File: src/tcwm_pkg.sv
/*
 * Constants and carrier types for the 8-bit timer compare and waveform block.
 * Assumes one 125 MHz clock with a synchronous active-high reset.
 */
package tcwm_pkg;
	localparam logic [2:0] TCWM_WGM_NORMAL = 3'h0;
	localparam logic [2:0] TCWM_WGM_CLEAR = 3'h2;
	localparam logic [2:0] TCWM_WGM_FAST_MAX = 3'h3;
	localparam logic [2:0] TCWM_WGM_FAST_A = 3'h7;
	localparam logic [1:0] TCWM_COM_NONE = 2'h0;
	localparam logic [1:0] TCWM_COM_TOGGLE = 2'h1;
	localparam logic [1:0] TCWM_COM_CLEAR = 2'h2;
	localparam logic [1:0] TCWM_COM_SET = 2'h3;
	localparam logic [7:0] TCWM_MAX = 8'h00_FF;
	localparam logic [7:0] TCWM_BOTTOM = 8'h00_00;
	localparam logic [7:0] TCWM_ONE = 8'h00_01;

	// Per-channel compare state.
	typedef struct packed {
		logic [7:0] compare_value;
		logic [7:0] compare_buffer;
		logic compare_output_state;
		logic compare_flag;
	} tcwm_chan_t;

	// Whole state of the block.
	typedef struct packed {
		logic [7:0] counter_value;
		logic block_match;
		logic overflow_flag;
		tcwm_chan_t [1:0] chan;
	} tcwm_state_t;
endpackage

File: src/tcwm_timer.sv
/*
 * Counter, two compare channels and pin override of an 8-bit timer.
 * Assumes timer_tick is a one-cycle enable from an outside prescaler and that all
 * control inputs come from logic on clk; the pin data path stays on clk too.
 */
`timescale 1ns/10ps
module tcwm_timer (
	// Clock and reset
	input wire logic clk,
	input wire logic sys_rst,
	input wire logic timer_tick,
	// Mode control
	input wire logic [2:0] waveform_mode_select,
	input wire logic [1:0][1:0] compare_output_mode,
	// Processor writes
	input wire logic counter_write,
	input wire logic [7:0] counter_wdata,
	input wire logic [1:0] compare_write,
	input wire logic [7:0] compare_wdata,
	input wire logic [1:0] force_compare_strobe,
	input wire logic [1:0] state_preset,
	input wire logic [1:0] state_preset_value,
	input wire logic overflow_clear,
	input wire logic [1:0] compare_flag_clear,
	// Port
	input wire logic [1:0] port_data,
	input wire logic [1:0] compare_pin_direction_bit,
	output logic [1:0] pin_out,
	output logic [1:0] pin_oe,
	// Status
	output logic [7:0] counter_value,
	output logic overflow_flag,
	output logic [1:0] compare_flag
);
	tcwm_pkg::tcwm_state_t state_reg, state_next;
	logic fast_pwm, at_top, overflow_set;
	logic [7:0] top_value;
	logic [1:0] match;

	// Output action of one compare event; mode 0 leaves the state alone.
	function automatic logic apply_action(input logic cur, input logic [1:0] mode);
		case (mode)
			tcwm_pkg::TCWM_COM_TOGGLE: apply_action = ~cur;
			tcwm_pkg::TCWM_COM_CLEAR: apply_action = 1'b0;
			tcwm_pkg::TCWM_COM_SET: apply_action = 1'b1;
			default: apply_action = cur;
		endcase
	endfunction

	// Counting uses only the waveform mode and compare A; output modes never enter here.
	assign fast_pwm = (waveform_mode_select == tcwm_pkg::TCWM_WGM_FAST_MAX) ||
		(waveform_mode_select == tcwm_pkg::TCWM_WGM_FAST_A);
	assign top_value = (waveform_mode_select == tcwm_pkg::TCWM_WGM_FAST_MAX) ?
		tcwm_pkg::TCWM_MAX : state_reg.chan[0].compare_value;
	assign at_top = state_reg.counter_value == top_value;

	always_comb begin
		state_next = state_reg;
		overflow_set = 1'b0;
		for (int i = 0; i < 2; i++) begin
			match[i] = (state_reg.counter_value == state_reg.chan[i].compare_value) &&
				!state_reg.block_match;
		end
		if (timer_tick) begin
			state_next.block_match = 1'b0;
			if (fast_pwm) begin
				if (at_top) begin
					state_next.counter_value = tcwm_pkg::TCWM_BOTTOM;
					state_next.overflow_flag = 1'b1;
					overflow_set = 1'b1;
				end else begin
					state_next.counter_value = state_reg.counter_value + tcwm_pkg::TCWM_ONE;
				end
			end else if (waveform_mode_select == tcwm_pkg::TCWM_WGM_CLEAR && match[0]) begin
				state_next.counter_value = tcwm_pkg::TCWM_BOTTOM;
				// A top of MAX still passes from MAX to zero here.
				if (state_reg.counter_value == tcwm_pkg::TCWM_MAX) begin
					state_next.overflow_flag = 1'b1;
					overflow_set = 1'b1;
				end
			end else begin
				// Wrap past MAX also covers a compare A written below the count.
				state_next.counter_value = state_reg.counter_value + tcwm_pkg::TCWM_ONE;
				if (state_reg.counter_value == tcwm_pkg::TCWM_MAX) begin
					state_next.overflow_flag = 1'b1;
					overflow_set = 1'b1;
				end
			end
			for (int i = 0; i < 2; i++) begin
				if (match[i]) begin
					state_next.chan[i].compare_flag = 1'b1;
					state_next.chan[i].compare_output_state = apply_action(
						state_reg.chan[i].compare_output_state, compare_output_mode[i]);
				end
				if (fast_pwm && at_top) begin
					state_next.chan[i].compare_value = state_reg.chan[i].compare_buffer;
					if (compare_output_mode[i] == tcwm_pkg::TCWM_COM_CLEAR) begin
						state_next.chan[i].compare_output_state = 1'b1;
					end else if (compare_output_mode[i] == tcwm_pkg::TCWM_COM_SET) begin
						state_next.chan[i].compare_output_state = 1'b0;
					end
				end
			end
		end
		for (int i = 0; i < 2; i++) begin
			// Force acts at once in non-PWM modes without touching flag or counter.
			if (force_compare_strobe[i] && !fast_pwm) begin
				state_next.chan[i].compare_output_state = apply_action(
					state_reg.chan[i].compare_output_state, compare_output_mode[i]);
			end
			if (state_preset[i]) begin
				state_next.chan[i].compare_output_state = state_preset_value[i];
			end
			if (compare_write[i]) begin
				state_next.chan[i].compare_buffer = compare_wdata;
				if (!fast_pwm) begin
					state_next.chan[i].compare_value = compare_wdata;
				end
			end
			// Set wins over a simultaneous write-one clear.
			if (compare_flag_clear[i] && !(timer_tick && match[i])) begin
				state_next.chan[i].compare_flag = 1'b0;
			end
		end
		// Set wins over a simultaneous clear, even when the flag already stands.
		if (overflow_clear && !overflow_set) begin
			state_next.overflow_flag = 1'b0;
		end
		if (counter_write) begin
			state_next.counter_value = counter_wdata;
			state_next.block_match = 1'b1;
		end
	end

	always_ff @(posedge clk) begin
		if (sys_rst) begin
			state_reg <= '0;
		end else begin
			state_reg <= state_next;
		end
	end

	// Pin selection sees only the output mode; direction still owns the enable.
	always_comb begin
		for (int i = 0; i < 2; i++) begin
			pin_out[i] = (compare_output_mode[i] != tcwm_pkg::TCWM_COM_NONE) ?
				state_reg.chan[i].compare_output_state : port_data[i];
			pin_oe[i] = compare_pin_direction_bit[i];
		end
	end

	assign counter_value = state_reg.counter_value;
	assign overflow_flag = state_reg.overflow_flag;
	assign compare_flag = {state_reg.chan[1].compare_flag, state_reg.chan[0].compare_flag};
endmodule

File: config.mk
export PLATFORM = sky130hd
export DESIGN_NAME = tcwm_timer
export DESIGN_NICKNAME = d
export VERILOG_FILES = /design/src/tcwm_pkg.sv /design/src/tcwm_timer.sv
export SDC_FILE = /design/constraint.sdc
export NUM_CORES = 1
export LEC_CHECK = 0
export BUFFER_PORTS_ARGS = -buffer_cell sky130_fd_sc_hd__buf_2
export CAP_MARGIN = 20
export CORE_ASPECT_RATIO = 0.8
export CORE_UTILIZATION = 49
export CTS_CLUSTER_DIAMETER = 60
export DETAILED_ROUTE_END_ITERATION = 8
export PLACE_DENSITY_LB_ADDON = 0.05
export SKIP_CTS_REPAIR_TIMING = 1
export SLEW_MARGIN = 20
export SYNTH_ARGS = -nofsm -noshare
export SYNTH_HDL_FRONTEND = slang
export SYNTH_SLANG_ARGS = --single-unit
File: constraint.sdc
create_clock -name clk -period 2.1 [get_ports clk]
set_input_delay 0.105 -clock clk [delete_from_list [all_inputs] [get_ports clk]]
set_output_delay 0.105 -clock clk [all_outputs]
set_load 0.1 [all_outputs]
# Word-level counts from Yosys, hierarchy flattened

Index checks and enable logic that the tools add are counted.

Bits in registers: 46
Logic and storage cells: 94

Add/subtract/negate cells: 1
Equal/unequal tests: 14
Bitwise logic cells: 2
Reductions and logical operators: 29
Multiplexer cells: 37

Operators with widths:

| cell                | number |
|---|---|
| $mux 8              | 8 |
| $mux 16             | 2 |
| $eq 8x8->1          | 3 |
| $mux 1              | 19 |
| $mux 18             | 1 |
| $logic_and 1x1->1   | 11 |
| $mux 10             | 1 |
| $mux 9              | 1 |
| $add 8x1->8 const B | 1 |
| $eq 2x2->1 const B  | 4 |
| $eq 8x8->1 const B  | 1 |
| $reduce_bool 2->1   | 4 |
| $eq 3x2->1 const B  | 2 |
| $mux 2              | 3 |
| $pmux 1 s3          | 2 |
| $reduce_bool 3->1   | 2 |
| $reduce_or 2->1     | 3 |
| $logic_not 1->1     | 5 |
| $eq 2x1->1 const B  | 2 |
| $reduce_and 2->1    | 2 |
| $eq 3x3->1 const B  | 1 |
| $reduce_and 3->1    | 1 |
| $ne 2x1->1 const B  | 1 |
| $not 1->1           | 2 |
| $logic_or 1x1->1    | 1 |

# Longest topological paths before layout

Gate-level depths: netlist of the first run.

Depth after elaboration: 9
Depth in mapped cells: 8
Mapped depth without buffers: 6

# Least setup slack after synthesis of the first run

Ideal clock, no wire load.

Kind: reg2reg
From: register state_reg, in the netlist counter_value[1]
To: register state_reg[14] in the netlist's numbering
Setup time: 0.086 ns
Required time: 2.014 ns
Path slack: 0.093 ns
Arrival time: 1.921 ns
Stages on the path, launching flop included: 8
Cells stage by stage: dfxtp_1 > nor2b_1 > a2111o_1 > nor3_4 > nand4_4 > buf_6 > mux2i_1 > a211oi_1

Cells in the longest elaborated chain, start to end: 6

RTL lines:

| element                  | RTL line          | source |
|---|---|---|
| start: declaration       | tcwm_timer.sv:35  | `tcwm_pkg::tcwm_state_t state_reg, state_next;` |
| start signal: assignment | tcwm_timer.sv:139 | `state_reg <= state_next;` |
| $eq 8x8->1 *             | tcwm_timer.sv:55  | `assign at_top = state_reg.counter_value == top_value;` |
| $logic_and 1x1->1 *      | tcwm_timer.sv:95  | `if (fast_pwm && at_top) begin` |
| $mux 8 *                 | tcwm_timer.sv:95  |  |
| $mux 10 *                | tcwm_timer.sv:64  | `if (timer_tick) begin` |
| $mux 8                   | tcwm_timer.sv:116 | `if (!fast_pwm) begin` |
| $mux 16 *                | tcwm_timer.sv:114 | `if (compare_write[i]) begin` |

Mark *: on every way between the ends. The rest lies on a longest branch, timed or not. The select of a mux whose other input is x is not followed.
A chain may end at the register's enable or synchronous reset.

# Worst setup path in the final report of the first run

From: register state_reg, in the netlist counter_value[1]
To: register state_reg[1] in the netlist's numbering

Cells in the longest elaborated chain, start to end: 9

RTL lines:

| element           | RTL line          | source |
|---|---|---|
| $eq 8x8->1        | tcwm_timer.sv:61  | `match[i] = (state_reg.counter_value == state_reg.chan[i].compare_value) &&` |
| $logic_and 1x1->1 | tcwm_timer.sv:61  |  |
| $mux 2            | tcwm_timer.sv:90  | `if (match[i]) begin` |
| $mux 1            | tcwm_timer.sv:99  | `end else if (compare_output_mode[i] == tcwm_pkg::TCWM_COM_SET) begin` |
| $mux 1            | tcwm_timer.sv:97  | `if (compare_output_mode[i] == tcwm_pkg::TCWM_COM_CLEAR) begin` |
| $mux 1 *          | tcwm_timer.sv:95  |  |
| $mux 2 *          | tcwm_timer.sv:64  |  |
| $mux 1 *          | tcwm_timer.sv:107 | `if (force_compare_strobe[i] && !fast_pwm) begin` |
| $mux 1 *          | tcwm_timer.sv:111 | `if (state_preset[i]) begin` |

Marked as above.

==> metrics.md, run 1 <==
| Metric | Value |
|---|---|
| Synthesized area per cell | between 8 and 9 µm² |
| Yosys cell types | 49 |
| Crit path cell chain | nor2b_1, a2111o_1, nor3_4, buf_4, a31oi_1, nand4b_1, a221oi_1 |
| Max reg flops | 35 |
| Detailed Route WL | about 6700 µm |
| Fmax | ~500 MHz |
| Post-route setup TNS | 0 ns |
| Final min period | roughly 2 ns |
| Post-DP Area | 2970 µm² |
| Vias in the first global route | between 2000 and 2500 |
| Share of cells above drive strength 1 | 25.3% |
| Number of synthesized flops with an enable pin | 0 |
| Worst slew pin tran | between 0.6 and 0.7 ns |
| Critical path endpoint category | register |
| Fin area | roughly 3100 µm² |
| Gr usage total | approximately a quarter |
| Max-slew violations | 0 |
| Fin Hold WS | 0.0287 ns |
| Row cnt | 23 |
| Reg area | 923 µm² |
| PnR worst setup slack | 0.0922 ns |
| Die Height | 67.4 µm |
| Final period util | ~96% |
| Post-Synthesis Cells | slightly above 300 |
| Antenna violation net count after detailed routing | 0 |
| Slowest stage delay, CP | roughly 0.44 ns |
| Setup repair after global routing missed its margin | no |
| Power per cell area | roughly 750 nW/µm² |
| Headroom to the max-slew limit | approximately 56% |
| CTS root buf | clkbuf_8 |
| Mean routed wirelength per cell | 15.9 µm |
| CP Data Required Time | 2.30 ns |
| Total gr overflow | 0 |
| Cell taking the most area after synthesis | dfxtp_1 |
| Largest delay share family, worst path | compound AO/OA/AOI/OAI gates |
| Fin nets | 401 |
| Clock tree buffer depth | 2 |
| Initial Util | between 50% and 60% |
| Slowest stage cell, crit path | a2111o_1 |
| Clk_skew | 0.00454 ns |
| First-pass GRT wire length | roughly 11000 µm |
| Die Wd | 83.8 µm |
| Mapped cell area | around 2600 µm² |
| Seq/Total Area, Yosys | between 30% and 40% |
| DRC | 0 |
| Primary FF master, synth | dfxtp_1 |
| Synth top area share | between 30% and 40% |
| FF+latch count, synth | 46 |
| Filler cell count | between 400 and 500 |
| Diode count | 0 |
| CTS Sinks | 46 |
| CP max FO | 5 |
| Pre-antenna DRT Iters | 4 |
| Worst Hold Class | input pin to register |
| Drt initial violations | between 100 and 150 |
| Top post-synthesis cells by area | dfxtp_1, mux2i_1, nor2_1, a211oi_1, buf_4 |
| Core box area | about 5100 µm² |
| Status | complete, no violations |
| Synth warn | 0 |
| Startpoint Class | register |
| Setup Crit Path Kind | register to register |
| Clock latency on the worst-skew pair | 0.30 ns |
| Place WS | ~0.086 ns |
| Leakage | ~1.5 nW |
| GP Congestion | around 0.83 |
| Syn nets | 350 |
| CTS buffer count | 5 |
| DR vias | approximately 2400 |
| Multi-input combinational cell area | 1490 µm² |
| CTS tree | done |
| PortBufs | between 50 and 60 |
| Vias per cell | approximately 5.7 |
| Peak VDD IR | 0.547 mV |
| Initial antenna violation count | 0 |
| Largest net degree at the start of global routing | 36 |
| Setup violators final | 0 |
| CP arrival | 2.21 ns |
| Htree depth | 2 |
| WP buf/inv | 1 |
| # IOs | 57 |
| FFs w/ async S/R, synth | 0% |
| Fin. Hold Viols | 0 |
| HPWL Detailed | 5000 µm |
| Max-Cap Viols | 0 |
| Die Area | 5650 µm² |
| Clock-pin slew on the worst setup and hold paths | ~0.09 ns |
| Area Overhead vs Synth | 18.9% |
cells in the mapped netlist, types with 2 or more instances:
library cell / number
o2111ai_1: 3
o21bai_1: 2
o21ai_1: 4
nor4_1: 2
xnor2_1: 4
o21ai_0: 3
mux2_2: 2
a41oi_1: 2
a211oi_1: 18
nand3b_1: 2
nand2b_1: 9
nor3_1: 4
xor2_1: 9
a31oi_1: 3
and3_1: 5
or3_1: 3
inv_1: 12
buf_2: 4
nor2_1: 45
a21oi_1: 16
a221oi_1: 2
buf_4: 12
dfxtp_1: 46
mux2i_1: 33
nand2_1: 7
nor2b_1: 7
o32ai_1: 3
nand3_1: 7
clkbuf_1: 13
nand4_1: 5
a2111o_1: 2
cells by family (layout without fill, tap and decap cells):
kind of cell	after synthesis	in the layout	synth area share (%)
compound gates	67	67	18.1
xor+xnor	13	13	4.34
fa+ha+maj	1	1	0.477
buf+inv	43	95	8.35
flops	46	46	35.1
mux	35	35	13.5
simple gates	102	102	20.1
final cells by class:
cell class | instances | share of cell area, %
Clock inverter | 2 | 1.93
Timing Repair Buffer | 74 | 14.1
Tap cell | 62 | 2.49
Clock buffer | 6 | 2.65
Multi-Input combinational cell | 218 | 47.7
Sequential cell | 46 | 29.6
Inverter | 13 | 1.57
worst paths after layout:
kind	startpoint	to	slack [ns]	cells after the start
min reg2reg	compare_flag[1]$_SDFFE_PP0P_	compare_flag[1]$_SDFFE_PP0P_	0.47	2
min	state_preset[0]	state_reg[1]$_SDFFE_PP0P_	0.03	2
max reg2reg	counter_value[1]$_SDFFE_PP0P_	state_reg[1]$_SDFFE_PP0P_	0.09	7
max	counter_value[1]$_SDFFE_PP0P_	state_reg[1]$_SDFFE_PP0P_	0.09	7
cells in the final DEF, fill, tap and decap left out, types with 7 or more instances in the layout:
| master | count |
|---|---|
| nor2b_1 | 7 |
| dfxtp_1 | 44 |
| xor2_1 | 9 |
| mux2i_1 | 33 |
| nand2_1 | 7 |
| a211oi_1 | 17 |
| a21oi_1 | 16 |
| inv_1 | 12 |
| buf_4 | 21 |
| nor2_1 | 45 |
| nand3_1 | 7 |
| nand2b_1 | 9 |
| buf_2 | 52 |
through the flow:
step | power, mW | util [%] | std cells
6_report | 2.33 | 61.5 | 421
5_1_grt | 2.43 | 61.5 | 421
4_1_cts | 2.34 | 61.4 | 421
3_5_place_dp | 1.53 | 58.6 | 413
3_3_place_gp | 1.53 | 58.6 | 413
2_1_floorplan | 1.40 | - | 307
layer usage:
layer,GRT usage (%),share of wire (%),up-vias
met2,40.5,43,75
met4,8.26,1.8,0
met3,4.40,4.8,15
met1,33.6,50,1127
li1,-,-,1189
met5,0,0,-
report_power, final:
| part | switching (mW) | internal [mW] | leakage, nW | total (mW) |
|---|---|---|---|---|
| logic | 0.349 | 0.193 | 1.03 | 0.542 |
| clock network | 0.299 | 0.507 | 0.0714 | 0.807 |
| registers | 0.0485 | 0.932 | 0.381 | 0.980 |
(Power assumes the default switching activity.)
==> run 2: changes to the inputs <==
Clock period 2.1 ns to 1.7 ns, I/O delays scaled along.
==> run 2 against run 1 <==
The run now ends with negative setup slack left. Worst setup slack got worse by 0.33 ns. Fmax up 3.5%. Total power is 19% higher. Sequential share of layout area fell by 1.4 points. Highest routed layer unchanged. Critical path depth unchanged. Final area rose by 5.7%. Non-clock buffer count up 20. Die area is the same. Wire length grew 5.0%.
==> metrics.md, run 2 (synthesized netlist as in run 1, its figures left out) <==
| Metric | Value |
|---|---|
| Status | complete, but fails checks |
| Failing checks | negative setup slack |
| Vias per cell | around 5.6 |
| CP max FO | 16 |
| Htree depth | 2 |
| Place WS | -0.161 ns |
| Die Area | approximately 5600 µm² |
| Drt initial violations | ~120 |
| CTS Sinks | 46 |
| Share of cells above drive strength 1 | 31.1% |
| Non-filler cells, final | approximately 440 |
| Initial antenna violation count | 0 |
| Initial Util | around half |
| Post-route setup TNS | -4.16 ns |
| Final min period | 1.94 ns |
| Diode count | 0 |
| Largest net degree at the start of global routing | 26 |
| CTS tree | done |
| Total gr overflow | 0 |
| PortBufs | 52 |
| Headroom to the max-slew limit | about three fifths |
| Core box area | 5060 µm² |
| Fin area | 3290 µm² |
| Clock tree buffer depth | 2 |
| Tot Pwr | between 2 and 3 mW |
| Critical path endpoint category | register |
| Die Wd | 83.8 µm |
| PnR worst setup slack | -0.241 ns |
| DR vias | between 2000 and 2500 |
| # IOs | 57 |
| Max-slew violations | 0 |
| CTS root buf | clkbuf_8 |
| Fin. Hold Viols | 0 |
| Post-DP Area | around 3100 µm² |
| CP Data Required Time | roughly 1.9 ns |
| Dpl cells | ~430 |
| Peak VDD IR | about 0.49 mV |
| Fin nets | around 420 |
| HPWL Detailed | slightly above 5000 µm |
| Max reg flops | 35 |
| Commonest cells after routing, fill and taps aside | buf_2, nor2_1, dfxtp_1, buf_4, mux2i_1 |
| Detailed Route WL | ~7000 µm |
| Clk_skew | ~0.0022 ns |
| Mean routed wirelength per cell | 16.0 µm |
| Worst slew pin tran | approximately 0.6 ns |
| Row cnt | 23 |
| Die Height | ~67 µm |
| Setup repair after global routing missed its margin | yes |
| Fmax | 515 MHz |
| Setup violators final | 27 |
| Startpoint Class | register |
| Max-Cap Viols | 0 |
| CTS buffer count | 5 |
| GP Congestion | ~0.85 |
| Setup Crit Path Kind | register to register |
| Antenna violation net count after detailed routing | 0 |
| Gr usage total | 25.2% |
| Clock-pin slew on the worst setup and hold paths | approximately 0.090 ns |
| Leakage | 1.57 nW |
| Most common cell after layout, fill and taps aside | buf_2 |
| DRC | 0 |
| First-pass GRT wire length | about 11000 µm |
| CP arrival | 2.11 ns |
| Area Overhead vs Synth | 25.7% |
| Clock latency on the worst-skew pair | approximately 0.30 ns |
| Pre-antenna DRT Iters | 4 |
| Power per cell area | 843 nW/µm² |
| Vias in the first global route | between 2000 and 2500 |
| Worst Hold Class | input pin to register |
| Final period util | 114% |
| Filler cell count | between 400 and 500 |
[run 2: cell count changes in the layout (fill, tap and decap cells not counted), moves of 2 or more]
cell / previous run / this run
a21oi_1: 16 / 14
buf_4: 21 / 40
dfxtp_1: 44 / 42
a21oi_4: 0 / 2
[run 2: report_power, final]
part,internal (mW),switching [mW],leakage (nW)
Clock,0.439,0.382,0.0514
Combinational,0.291,0.459,1.14
Sequential,1.15,0.0558,0.382
Total,1.88,0.896,1.57
[run 2: path summary, 6_finish.rpt]
check | end | depth (start not counted) | slack [ns] | startpoint
hold / removal | compare_flag[1]$_SDFFE_PP0P_ | 3 | 0.03 | compare_flag_clear[1]
setup / recovery | state_reg[35]$_SDFF_PP0_ | 7 | -0.24 | state_reg[11]$_SDFF_PP0_
hold reg to reg | compare_flag[1]$_SDFFE_PP0P_ | 2 | 0.48 | compare_flag[1]$_SDFFE_PP0P_
setup reg to reg | state_reg[35]$_SDFF_PP0_ | 7 | -0.24 | state_reg[11]$_SDFF_PP0_
[run 2: worst max-delay path, stage by stage (launching register included)]
cell and delay [ns]:
dfxtp_1 0.31, nor2b_1 0.12, a2111o_1 0.43, nor3_4 0.30
nand4_4 0.13, buf_12 0.19, mux2i_1 0.22, a211oi_2 0.10
[run 2: layer usage]
| metal | vias to the layer above | share of wire [%] | routed length [µm] | track usage (%) |
|---|---|---|---|---|
| li1 | 1237 | - | - | - |
| met1 | 1185 | 52 | 3680 | 37.0 |
| met2 | 57 | 43 | 3020 | 38.0 |
| met3 | 12 | 3.5 | 245 | 3.79 |
| met4 | 0 | 1.4 | 99 | 8.05 |
| met5 | - | 0 | 0 | 0 |
[run 2: metrics by stage]
| stage | hold WS (ns) | util (%) |
|---|---|---|
| finish | 0.0313 | 65.0 |
| global route | 0.0431 | 65.0 |
| CTS | -0.0151 | 63.6 |
| detailed placement | 0.171 | 61.4 |
| global placement | 0.171 | 61.4 |
| floorplan | 0.196 | - |
[run 2: cell type report]
type | instances | area, µm² | area share, %
Tap cell | 62 | 77.6 | 2.35
Clock buffer | 6 | 72.6 | 2.20
Sequential cell | 46 | 928 | 28.2
Multi-Input combinational cell | 218 | 1540 | 46.7
Inverter | 13 | 48.8 | 1.48
Clock inverter | 2 | 37.5 | 1.14
Timing Repair Buffer | 94 | 591 | 17.9
==> run 3: changes to the inputs <==
Settings changed: ABC_AREA set to 1, CORE_UTILIZATION 49 to 50.
==> run 3 against run 2 <==
The flow still finishes with violations (negative setup slack). Sequential power about the same. Largest cell class unchanged. Fmax rose by 12%. Largest power group unchanged. Clock skew increased by 0.0050 ns. Non-clock buffer count down 1. Synthesized cell count up 34%. Flip-flop and latch count unchanged. Highest routed layer unchanged. Combinational power rose by 10%. Sequential share of layout area decreased by 2.6 points. Critical path depth increased by 5. Worst setup slack better by 0.21 ns.
==> metrics.md, run 3 <==
| Metric | Value |
|---|---|
| Syn nets | 454 |
| Cell taking the most area after synthesis | dfxtp_1 |
| Share of cells above drive strength 1 | between 40% and 50% |
| Clock tree buffer depth | 2 |
| Clk_skew | ~0.0072 ns |
| Worst slew pin tran | 0.528 ns |
| Fin. Hold Viols | 0 |
| Largest net degree at the start of global routing | 27 |
| Htree depth | 2 |
| Logic pwr share | around 29% |
| Worst R2R Setup Slack | -0.03 ns |
| Commonest cells after routing, fill and taps aside | nand2_1, inv_1, buf_2, nor2_1, dfxtp_1 |
| Top post-synthesis cells by area | dfxtp_1, nand2_1, inv_1, nor2_1, a21oi_1 |
| CP Data Required Time | 1.89 ns |
| Area Overhead vs Synth | 32.2% |
| PortBufs | 52 |
| Most frequent cells after synthesis | nand2_1, inv_1, nor2_1 |
| GP Congestion | 0.930 |
| Crit path cell chain | buf_6, nand2_2, nand2_2, nor2_4, nand2_2, nand2_2, nand3_4, nor2_8, clkbuf_16, a21oi_1, o21ai_2, a21oi_2 |
| Setup repair after global routing missed its margin | yes |
| Most common cell after layout, fill and taps aside | nand2_1 |
| Initial Util | 51.7% |
| DRC | 0 |
| Gr usage total | 25.7% |
| Synthesized area per cell | just under 7 µm² |
| Switching pwr | approximately 0.97 mW |
| Sequential group share of total power | 42.2% |
| # IOs | 57 |
| Peak VDD IR | ~0.45 mV |
| Setup violators final | 9 |
| Critical path origin | counter_value[5]$_SDFFE_PP0P_ |
| Fin Hold WS | about 0.028 ns |
| Clock-pin slew on the worst setup and hold paths | approximately 0.09 ns |
| Diode count | 0 |
| Mapped cell area | 2810 µm² |
| Fin nets | between 500 and 600 |
| Vias per cell | roughly 5.0 |
| Fin area | ~3700 µm² |
| Core box area | roughly 5400 µm² |
| Initial antenna violation count | 0 |
| Place WS | -0.0249 ns |
| Seq/Total Area, Yosys | between 30% and 40% |
| Total gr overflow | 0 |
| Leakage | about 1.7 nW |
| Worst Hold Class | input pin to register |
| Antenna violation net count after detailed routing | 0 |
| Power share of the clock group | between 20% and 30% |
| Setup Crit Path Kind | register to register |
| Beginning of the worst hold path | compare_flag_clear[0] |
| CTS Sinks | 46 |
| FF+latch count, synth | between 40 and 50 |
| Final period util | 102% |
| Status | complete, but fails checks |
| Slowest stage cell, crit path | dfxtp_4 |
| Row cnt | 24 |
| Fmax | around 580 MHz |
| Max reg flops | 35 |
| CTS buffer count | 5 |
| HPWL Detailed | ~5400 µm |
| Critical path endpoint category | register |
| Synth top area share | between 30% and 40% |
| Yosys cell types | 31 |
| Post-Synthesis Cells | about 410 |
| Final min period | between 1.5 and 2 ns |
| Mean routed wirelength per cell | 13.2 µm |
| Vias in the first global route | about 2600 |
| Startpoint Class | register |
| Max-slew violations | 0 |
| CP arrival | ~1.9 ns |
| Slowest stage delay, CP | between 0.3 and 0.4 ns |
| Die Area | 5920 µm² |
| Number of synthesized flops with an enable pin | 0 |
| Failing checks | negative setup slack |
| CP max FO | 8 |
| Drt initial violations | 120 |
| Die Height | 69.0 µm |
| CTS root buf | clkbuf_8 |
| FF-to-FF Start | counter_value[5]$_SDFFE_PP0P_ |
| Clock latency on the worst-skew pair | 0.30 ns |
| Count leader, synth | nand2_1 |
| Max-Cap Viols | 0 |
| FFs w/ async S/R, synth | 0% |
| DR vias | ~2800 |
| Headroom to the max-slew limit | 64.7% |
| Crit path top cell by count | nand2_2 |
| CTS tree | done |
| Pint | between 1.5 and 2 mW |
| Primary FF master, synth | dfxtp_1 |
| First-pass GRT wire length | 12100 µm |
| PnR worst setup slack | -0.0340 ns |
| Post-DP Area | 3290 µm² |
| Switching part of the total power | approximately a third |
| Tot Pwr | between 2 and 3 mW |
| Pre-antenna DRT Iters | 5 |
| Detailed Route WL | roughly 7400 µm |
| Synth warn | 0 |
| Power per cell area | just under 800 nW/µm² |
| Die Wd | between 80 and 90 µm |
run 3: changes by cell type in the layout (fill, tap and decap cells not counted), moves of 8 or more:
cell	delta
a22oi_1	+8
nand2b_1	-9
o21ai_2	+16
nand2_1	+62
nand2_2	+17
inv_1	+40
a21oi_1	+8
a21oi_2	+25
buf_4	-9
mux2i_1	-33
run 3: layer usage:
metal | GRT usage (%) | vias up | wire, µm
met4 | 4.81 | 0 | 29
met5 | 0 | - | 0
met3 | 4.31 | 4 | 308
li1 | - | 1464 | -
met1 | 37.8 | 1275 | 3720
met2 | 39.5 | 60 | 3370
run 3: through the flow:
step           setup TNS, ns  std cells  utilization [%]
2_1_floorplan              0        411                -
3_3_place_gp               0        549             60.6
3_5_place_dp         -0.0772        549             60.6
4_1_cts               -0.558        557             62.6
5_1_grt                -1.74        562             68.3
6_report              -0.158        562             68.3
run 3: area by class of cell:
| type | count | area [µm²] |
|---|---|---|
| clock buffers | 6 | 72.6 |
| clock inverters | 2 | 37.5 |
| fillers | 503 | 1720 |
| inverters | 60 | 230 |
| multi-input cells | 277 | 1660 |
| flip-flops and latches | 46 | 950 |
| well taps | 78 | 97.6 |
| repair buffers | 93 | 667 |
run 3: cell families after synthesis:
logic type               Yosys count  share of synthesized area [%]
XOR/XNOR                           6                           1.87
AND/OR/NAND/NOR                  175                           26.7
adder cells (fa/ha/maj)            1                          0.446
buffers and inverters             88                           14.8
flip-flops                        46                           32.8
AO/OA/AOI/OAI                     95                           23.4
run 3: power by group through the flow:
stage | logic (mW) | clock network, mW | registers, mW
after floorplan | 0.543 | 0 | 1.22
after global placement | 0.722 | 0 | 1.22
after detailed placement | 0.727 | 0 | 1.23
after CTS | 0.731 | 0.850 | 1.20
after global routing | 0.900 | 0.892 | 1.22
final | 0.825 | 0.831 | 1.21
run 3: worst max-delay path, delay by kind of cell (launching register included):
kind            cells  cell delay (ns)
flops               1             0.37
compound gates      3             0.20
simple gates        7             0.76
buf+inv             2             0.31
run 3: path summary, 6_finish.rpt:
path	end	cells past startpoint
setup / recovery	state_reg[28]$_SDFF_PP0_	12
hold / removal	compare_flag[0]$_SDFFE_PP0P_	4
setup reg to reg	state_reg[28]$_SDFF_PP0_	12
hold reg to reg	state_reg[20]$_SDFFE_PP0P_	2
